==> src/srh_params.svh <==
// constants for the serial register-access host: codes, field positions and timing
`ifndef SRH_PARAMS_SVH
`define SRH_PARAMS_SVH

// ----------------------------------------------------------------
// frame encoding
// ----------------------------------------------------------------
`define SRH_CMD_READ 8'h0b
`define SRH_CMD_WRITE 8'h02
`define SRH_ADDR_W 14
`define SRH_DIR_HI 15
`define SRH_DIR_LO 14
`define SRH_DIR_INC 2'h0
`define SRH_DIR_RSVD 2'h1
`define SRH_DIR_DEC 2'h2
`define SRH_DIR_STATIC 2'h3
`define SRH_DUMMY_BYTE 8'h00
`define SRH_TEST_ADDR 14'h0000

// ----------------------------------------------------------------
// timing
// ----------------------------------------------------------------
`define SRH_CLK_NS 40
`define SRH_SCK_HALF_NS 120
`define SRH_SCK_HALF_CYC (`SRH_SCK_HALF_NS / `SRH_CLK_NS)
`define SRH_CS_IDLE_NS 50
`define SRH_CS_IDLE_CYC ((`SRH_CS_IDLE_NS + `SRH_CLK_NS - 1) / `SRH_CLK_NS)

`endif

==> src/srh_pkg.sv <==
// types shared by the serial register-access host
`include "srh_params.svh"
package srh_pkg;
    typedef struct packed {
        logic write;
        logic mode3;
        logic [1:0] dir;
        logic [`SRH_ADDR_W-1:0] addr;
        logic [7:0] len;
    } srh_req_t;

    typedef enum logic [3:0] {
        ST_BOOT,
        ST_IDLE,
        ST_SETUP,
        ST_INSTR,
        ST_ADDR_HI,
        ST_ADDR_LO,
        ST_DUMMY,
        ST_DATA,
        ST_END,
        ST_GAP
    } srh_state_t;
endpackage

==> src/srh_byte_engine.sv <==
// one-byte shifter: makes the serial clock, launches and samples one byte
`include "srh_params.svh"
module srh_byte_engine (
    input wire logic clk,
    input wire logic rst_n,
    input wire logic start,
    input wire logic [7:0] tx,
    input wire logic mode3,
    input wire logic miso_pin,
    output logic sclk,
    output logic mosi,
    output logic busy,
    output logic done,
    output logic [7:0] rx
);
    import srh_pkg::*;

    logic miso_q1, miso_q2;
    logic hi, next_hi, next_sclk, next_mosi, next_busy, next_done;
    logic [1:0] ph, next_ph;
    logic [2:0] bit_cnt, next_bit_cnt;
    logic [7:0] sh, next_sh, next_rx;

    // ----------------------------------------------------------------
    // bit sequencing
    // ----------------------------------------------------------------
    // each bit is a low half then a high half, so mode 0 and mode 3 share
    // one sequence and differ only in the level left between bytes
    always_comb begin
        next_hi = hi;
        next_sclk = sclk;
        next_mosi = mosi;
        next_busy = busy;
        next_done = 1'b0;
        next_ph = ph;
        next_bit_cnt = bit_cnt;
        next_sh = sh;
        next_rx = rx;
        if (!busy) begin
            next_sclk = mode3;
            if (start) begin
                next_busy = 1'b1;
                next_sh = tx;
                next_mosi = tx[7];
                next_sclk = 1'b0;
                next_hi = 1'b0;
                next_ph = 2'h0;
                next_bit_cnt = 3'h0;
            end
        end else if (ph == 2'(`SRH_SCK_HALF_CYC - 1)) begin
            next_ph = 2'h0;
            if (!hi) begin
                next_hi = 1'b1;
                next_sclk = 1'b1;
            end else begin
                // sampled at the end of the high half: the synchroniser
                // delay still lands inside the bit the slave launched
                next_sh = {sh[6:0], miso_q2};
                next_hi = 1'b0;
                if (bit_cnt == 3'h7) begin
                    next_busy = 1'b0;
                    next_done = 1'b1;
                    next_rx = {sh[6:0], miso_q2};
                    next_sclk = mode3;
                end else begin
                    next_bit_cnt = bit_cnt + 3'h1;
                    next_sclk = 1'b0;
                    next_mosi = sh[6];
                end
            end
        end else begin
            next_ph = ph + 2'h1;
        end
    end

    always_ff @(posedge clk or negedge rst_n) begin
        if (!rst_n) begin
            miso_q1 <= 1'b1;
            miso_q2 <= 1'b1;
            hi <= 1'b0;
            sclk <= 1'b0;
            mosi <= 1'b0;
            busy <= 1'b0;
            done <= 1'b0;
            ph <= 2'h0;
            bit_cnt <= 3'h0;
            sh <= 8'h00;
            rx <= 8'h00;
        end else begin
            miso_q1 <= miso_pin;
            miso_q2 <= miso_q1;
            hi <= next_hi;
            sclk <= next_sclk;
            mosi <= next_mosi;
            busy <= next_busy;
            done <= next_done;
            ph <= next_ph;
            bit_cnt <= next_bit_cnt;
            sh <= next_sh;
            rx <= next_rx;
        end
    end
endmodule

==> src/srh_host.sv <==
// serial master that reads and writes the device registers over one data lane
//
// Summary of operation
// - frame spans select low; clock idles low or high at select edges.
// - every frame opens with an eight-bit instruction byte.
// - two address bytes follow: 14-bit byte address, bits 15:14 direction.
// - reads carry one dummy byte of eight clocks after the address.
// - data follows dummy for reads, address for writes; one or more bytes.
// - msb first within bytes, address high byte first.
// - select stays high at least 50 ns between frames.
// - only codes 0Bh read and 02h write are ever sent.
// - single lane, serial clock no faster than 25 MHz.
// - first access after initialization is a throwaway test-register read.
`include "srh_params.svh"
module srh_host #(
    parameter logic [`SRH_ADDR_W-1:0] TEST_ADDR = `SRH_TEST_ADDR
) (
    input wire logic clk,
    input wire logic rst_n,
    input wire logic req_valid,
    output logic req_ready,
    input srh_pkg::srh_req_t req,
    input wire logic wdata_valid,
    output logic wdata_ready,
    input wire logic [7:0] wdata,
    output logic rdata_valid,
    output logic [7:0] rdata,
    output logic boot_done,
    output logic spi_sclk,
    output logic spi_cs_n,
    output logic spi_mosi,
    input wire logic spi_miso
);
    import srh_pkg::*;

    srh_state_t state, next_state;
    srh_req_t cur, next_cur;
    logic inflight, next_inflight;
    logic is_boot, next_is_boot;
    logic cs_n, next_cs_n;
    logic next_boot_done, next_rdata_valid;
    logic [7:0] next_rdata;
    logic [7:0] cnt, next_cnt;
    logic [1:0] gap, next_gap;
    logic eng_start, eng_busy, eng_done;
    logic [7:0] eng_tx, eng_rx;

    // ----------------------------------------------------------------
    // header bytes
    // ----------------------------------------------------------------
    function automatic logic [7:0] header_byte(input srh_state_t st, input srh_req_t r);
        logic [7:0] b;
        b = `SRH_DUMMY_BYTE;
        case (st)
            ST_INSTR: b = r.write ? `SRH_CMD_WRITE : `SRH_CMD_READ;
            ST_ADDR_HI: b = {r.dir, r.addr[`SRH_ADDR_W-1:8]};
            ST_ADDR_LO: b = r.addr[7:0];
            default: b = `SRH_DUMMY_BYTE;
        endcase
        return b;
    endfunction

    function automatic srh_state_t after_header(input srh_state_t st, input srh_req_t r);
        srh_state_t n;
        n = ST_DATA;
        case (st)
            ST_INSTR: n = ST_ADDR_HI;
            ST_ADDR_HI: n = ST_ADDR_LO;
            ST_ADDR_LO: n = r.write ? ST_DATA : ST_DUMMY;
            default: n = ST_DATA;
        endcase
        return n;
    endfunction

    // ----------------------------------------------------------------
    // frame sequencing
    // ----------------------------------------------------------------
    always_comb begin
        next_state = state;
        next_cur = cur;
        next_inflight = inflight;
        next_is_boot = is_boot;
        next_cs_n = cs_n;
        next_boot_done = boot_done;
        next_rdata_valid = 1'b0;
        next_rdata = rdata;
        next_cnt = cnt;
        next_gap = gap;
        eng_start = 1'b0;
        eng_tx = `SRH_DUMMY_BYTE;
        req_ready = 1'b0;
        wdata_ready = 1'b0;
        case (state)
            ST_BOOT: begin
                // one throwaway read before any user traffic
                next_cur.write = 1'b0;
                next_cur.mode3 = 1'b0;
                next_cur.dir = `SRH_DIR_STATIC;
                next_cur.addr = TEST_ADDR;
                next_cur.len = 8'h00;
                next_cnt = 8'h00;
                next_is_boot = 1'b1;
                next_state = ST_SETUP;
            end
            ST_IDLE: begin
                req_ready = 1'b1;
                if (req_valid) begin
                    next_cur = req;
                    next_cnt = req.len;
                    next_is_boot = 1'b0;
                    next_state = ST_SETUP;
                end
            end
            ST_SETUP: begin
                // a mode change moves the clock to its new idle level first;
                // select waits for that so the two never share an edge
                if (!eng_busy && spi_sclk == cur.mode3) begin
                    next_cs_n = 1'b0;
                    next_state = ST_INSTR;
                end
            end
            ST_INSTR, ST_ADDR_HI, ST_ADDR_LO, ST_DUMMY: begin
                eng_tx = header_byte(state, cur);
                if (!inflight) begin
                    eng_start = 1'b1;
                    next_inflight = 1'b1;
                end else if (eng_done) begin
                    next_inflight = 1'b0;
                    next_state = after_header(state, cur);
                end
            end
            ST_DATA: begin
                if (!inflight) begin
                    if (cur.write) begin
                        // clocks pause with select low until data arrives
                        wdata_ready = 1'b1;
                        eng_tx = wdata;
                        if (wdata_valid) begin
                            eng_start = 1'b1;
                            next_inflight = 1'b1;
                        end
                    end else begin
                        eng_start = 1'b1;
                        next_inflight = 1'b1;
                    end
                end else if (eng_done) begin
                    next_inflight = 1'b0;
                    if (!cur.write && !is_boot) begin
                        next_rdata = eng_rx;
                        next_rdata_valid = 1'b1;
                    end
                    if (cnt == 8'h00) begin
                        next_state = ST_END;
                    end else begin
                        next_cnt = cnt - 8'h01;
                    end
                end
            end
            ST_END: begin
                // select rises only after whole bytes, so no register is torn
                next_cs_n = 1'b1;
                next_gap = 2'h0;
                next_state = ST_GAP;
            end
            ST_GAP: begin
                if (gap == 2'(`SRH_CS_IDLE_CYC - 1)) begin
                    if (is_boot) begin
                        next_boot_done = 1'b1;
                    end
                    next_state = ST_IDLE;
                end else begin
                    next_gap = gap + 2'h1;
                end
            end
            default: begin
                next_cs_n = 1'b1;
                next_inflight = 1'b0;
                next_state = ST_IDLE;
            end
        endcase
    end

    always_ff @(posedge clk or negedge rst_n) begin
        if (!rst_n) begin
            state <= ST_BOOT;
            cur <= '0;
            inflight <= 1'b0;
            is_boot <= 1'b0;
            cs_n <= 1'b1;
            boot_done <= 1'b0;
            rdata_valid <= 1'b0;
            rdata <= 8'h00;
            cnt <= 8'h00;
            gap <= 2'h0;
        end else begin
            state <= next_state;
            cur <= next_cur;
            inflight <= next_inflight;
            is_boot <= next_is_boot;
            cs_n <= next_cs_n;
            boot_done <= next_boot_done;
            rdata_valid <= next_rdata_valid;
            rdata <= next_rdata;
            cnt <= next_cnt;
            gap <= next_gap;
        end
    end

    assign spi_cs_n = cs_n;

    // ----------------------------------------------------------------
    // bit engine: clock is clk divided by six, two half periods of three cycles each, well under 25 MHz
    // ----------------------------------------------------------------
    srh_byte_engine u_engine (
        .clk(clk),
        .rst_n(rst_n),
        .start(eng_start),
        .tx(eng_tx),
        .mode3(cur.mode3),
        .miso_pin(spi_miso),
        .sclk(spi_sclk),
        .mosi(spi_mosi),
        .busy(eng_busy),
        .done(eng_done),
        .rx(eng_rx)
    );
endmodule

==> config.mk <==
export PLATFORM = sky130hd
export DESIGN_NAME = srh_host
export DESIGN_NICKNAME = d
export VERILOG_FILES = /design/src/srh_pkg.sv /design/src/srh_byte_engine.sv /design/src/srh_host.sv
export VERILOG_INCLUDE_DIRS = /design/src
export SDC_FILE = /design/constraint.sdc
export NUM_CORES = 1
export LEC_CHECK = 0
export ABC_AREA = 1
export BUFFER_PORTS_ARGS = -buffer_cell sky130_fd_sc_hd__buf_2
export CAP_MARGIN = 20
export CORE_MARGIN = 2
export CORE_UTILIZATION = 45
export CTS_BUF_LIST = sky130_fd_sc_hd__clkbuf_8
export CTS_CLUSTER_SIZE = 28
export DETAILED_ROUTE_END_ITERATION = 12
export PLACE_DENSITY = 0.65
export RECOVER_POWER = 50
export SYNTH_ARGS = -nofsm -noshare
export SYNTH_HDL_FRONTEND = slang
export SYNTH_SLANG_ARGS = --single-unit
export TNS_END_PERCENT = 1
==> constraint.sdc <==
create_clock -name clk -period 4.2 [get_ports clk]
set_clock_uncertainty 0.05 [all_clocks]
set_input_delay 0.63 -clock clk [delete_from_list [all_inputs] [get_ports clk]]
set_output_delay 0.63 -clock clk [all_outputs]
set_load 0.01 [all_outputs]
==> impl_metrics.toml <==
[sta]
min_period_over_period_pct = 62.3
max_clock_freq_mhz = 382
setup_tns_ps = 0
tightest_slew_ps = 1910
relSlewSlack_pct = -27.6
finalHoldViolations = 0
holdWs_ps = 311
slew_violations = 37
grt_setup_unrepaired = "no"
fin_crit_ps = 2620
setup_violations = 0

[floorplanning]
rows = 32
die-area_um2 = 8800
initial_core_util_pct = 46.7
core_area_um2 = 7770
io_pins = 54
die_w_um = 93.8
die_h_um = 93.8

[placed_design]
place_hpwl_um = 6170
port_buffers = 53
gp_congestion = 1.00
place_inst = 593

[synthesis]
synth_compound_area_share_pct = 11.4
synthCells = 450
synth.distinct_cells = 35
synth_area_um2 = 3630
syn-mean-instance-area_um2 = 8.07
synth_top_family_by_area = "simple AND/OR/NAND/NOR gates"
seq_area_frac_synth_pct = 49.7
async_flop_share_pct = 100
synth-simple-area-share_pct = 30.6
synth-seq-cells = 72
synthAdderAreaFrac_pct = 1.38
synthMuxAreaShare_pct = 0
yosys_warnings = 0
syn_nets = 493
synth_xor_xnor_area_share_pct = 0
synth_edf_count = 0
synth_flop_cell = "dfrtp_1"

[setup_path]
r2r_start = "state[2]"
slowest_stage = "clkbuf_1"
cp_data_arrival_time_ps = 2910
cpPeakStageDelay_ps = 1340
start_kind = "input pin"
critical-path-top-delay-family = "buffers and inverters"
r2r_end = "u_engine.sh[3]"
rrSetupSlack_ps = 1760
reg2regPathDepth = 9
criticalPathCategory = "in -> async"
setup.worst_path.end_class = "asynchronous set/reset pin"
path_cells = "clkbuf_1 -> clkbuf_2"
path_max_fanout = 37
worstPathRequired_ps = 4500
critPathBufInv = 2

[clock_network]
insertion_delay_ps = 340
clockBufferDepth = 2
clkTransAtPathRegs_ps = 80
cts.sinks = 72
post_cts_resized = 0
cts_hold_buf = 0
post_cts_buffers = 0
cts_root_buf = "clkbuf_8"
cts_buffers = 9
h-tree-depth = 3
tritoncts = "done"

[min_path]
holdCritStartpoint = "u_engine.miso_q1"
hold_path.class = "reg -> reg"
min_to = "u_engine.miso_q2"
hold_path_depth = 0

[drt]
wirelength_um = 8290
drc = 0
detail_route.iter0.violations = 159
dr.pass1.iters = 4
wl_per_cell_um = 13.6
via_count = 3087
ant_nets = 0
avgViaCountPerCell = 5.07

[global_route]
grt.total_usage_pct = 20.3
grt_overflow = 0
grt_max_degree = 38
antenna_found_initial = 0
grt_pass1_vias = 2961
grt_pass1_wl_um = 13800

[power]
p_switching_mw = 1.10
share_seq_of_total_power_pct = 39.0
p_int_mw = 1.54
switching_share_pct = 41.6
ir_drop_v = 0.000321
cellPowerDensity_nw_per_um2 = 637
cellLeakagePower_nw = 2.07
power.total_mw = 2.64
pwr-share-comb_pct = 37.6
power_frac_clock_pct = 23.4

[cells_and_area]
n_antenna_cell = 0
multi_input_area_um2 = 1550
regArea_um2 = 1810
final_core_util_pct = 53.3
drive_gt1_share_pct = 16.8
stdcell_count = 609
nets = 545
syn2layout_area_growth_pct = 14.1
fillerInstances = 765

[status]
violations = "capacitance limit, slew limit"
status = "complete, but fails checks"

[flow_run]
cap_violations = 1
==> worst max-delay path by stage <==
stage / from / endpoint / slack, ps / cells past startpoint
after global placement: state[3] / cur[16] / 2070 / 7
after global routing: rst_n / is_boot / 1020 / 2
final: rst_n / u_engine.done / 1580 / 2
after CTS: state[3] / wdata_ready / 1670 / 6
after floorplan: state[3] / wdata_ready / 2450 / 6
after detailed placement: state[3] / cur[10] / 1950 / 7
==> layout by cell type (no fill, tap or decap) <==
master | synthesis | final
nor3_2 | 1 | 1
bufinv_16 | 0 | 2
nand2_4 | 2 | 1
nand2_2 | 5 | 5
buf_2 | 5 | 40
or2_2 | 2 | 2
a22o_1 | 14 | 14
nor2_1 | 23 | 24
a31oi_1 | 1 | 1
inv_2 | 4 | 4
inv_8 | 0 | 1
clkinv_4 | 0 | 3
a211oi_1 | 2 | 2
a21oi_1 | 2 | 2
o22a_1 | 2 | 2
inv_1 | 40 | 40
ha_1 | 4 | 4
dfrtp_1 | 69 | 69
clkbuf_8 | 0 | 9
nor3_1 | 3 | 3
nor2_2 | 3 | 3
nand2_1 | 158 | 159
o21ai_0 | 32 | 32
a21oi_4 | 1 | 1
clkinvlp_4 | 0 | 1
inv_4 | 2 | 2
nand3_1 | 39 | 39
o21ai_1 | 7 | 7
o22ai_1 | 1 | 1
a31o_2 | 1 | 1
dfstp_2 | 3 | 3
clkbuf_2 | 1 | 1
nand3_2 | 1 | 1
clkbuf_1 | 4 | 13
o31ai_1 | 2 | 2
nand4_1 | 8 | 8
nor2_4 | 4 | 4
==> routing by layer <==
layer  up-vias  track usage [%]  share of wire [%]
met4         0             10.3                2.9
met3        20             4.90                6.2
met5         -                0                  0
met2        84             30.5                 43
li1       1576                -                  -
met1      1407             27.5                 48
==> cell families after synthesis <==
| kind of cell | count (synthesis) |
|---|---|
| AND/OR/NAND/NOR | 250 |
| flip-flops | 72 |
| AO/OA/AOI/OAI | 65 |
| buffers and inverters | 59 |
| adder cells (fa/ha/maj) | 4 |
==> registers in the layout (all words and copies together), names as in the netlist, 2 cells and up <==
| signal | flops |
|---|---|
| cur | 18 |
| cnt | 8 |
| rdata | 8 |
| u_engine.rx | 8 |
| u_engine.sh | 7 |
| state | 4 |
| u_engine.bit_cnt | 3 |
| gap | 2 |
| u_engine.ph | 2 |
==> cells in the mapped netlist, types with 5 or more instances <==
library cell    n  share of area [%]
nand2_1       158                 16
nand4_1         8                1.4
inv_1          40                4.1
nor2_1         23                2.4
o21ai_1         7               0.96
buf_2           5               0.69
dfrtp_1        69                 48
nand3_1        39                5.4
nand2_2         5               0.86
o21ai_0        32                4.4
a22o_1         14                3.4
==> stage by stage <==
| stage | instance area [um2] | setup slack, ps |
|---|---|---|
| 4_1_cts | 4190 | 1670 |
| 3_5_place_dp | 3960 | 1950 |
| 3_3_place_gp | 3960 | 2070 |
| 2_1_floorplan | 3630 | 2450 |
| 5_1_grt | 4140 | 1020 |
| 6_report | 4140 | 1580 |
==> power by group through the flow <==
stage               clock, mW  combinational (mW)  sequential [mW]
floorplan                   0               0.835            0.964
global placement            0               0.983             1.04
detailed placement          0                1.00             1.04
CTS                     0.627                1.01             1.03
global route            0.662                1.14             1.05
finish                  0.616               0.992             1.03
==> cell type report <==
| type | count | share of cell area (%) |
|---|---|---|
| Clock buffer | 9 | 2.99 |
| Inverter | 46 | 4.29 |
| Timing Repair Buffer | 54 | 6.13 |
| Tap cell | 102 | 3.08 |
| Sequential cell | 72 | 43.6 |
| Multi-Input combinational cell | 319 | 37.4 |
| Clock inverter | 7 | 2.54 |
Note: power is estimated with default switching activity, not from simulation.
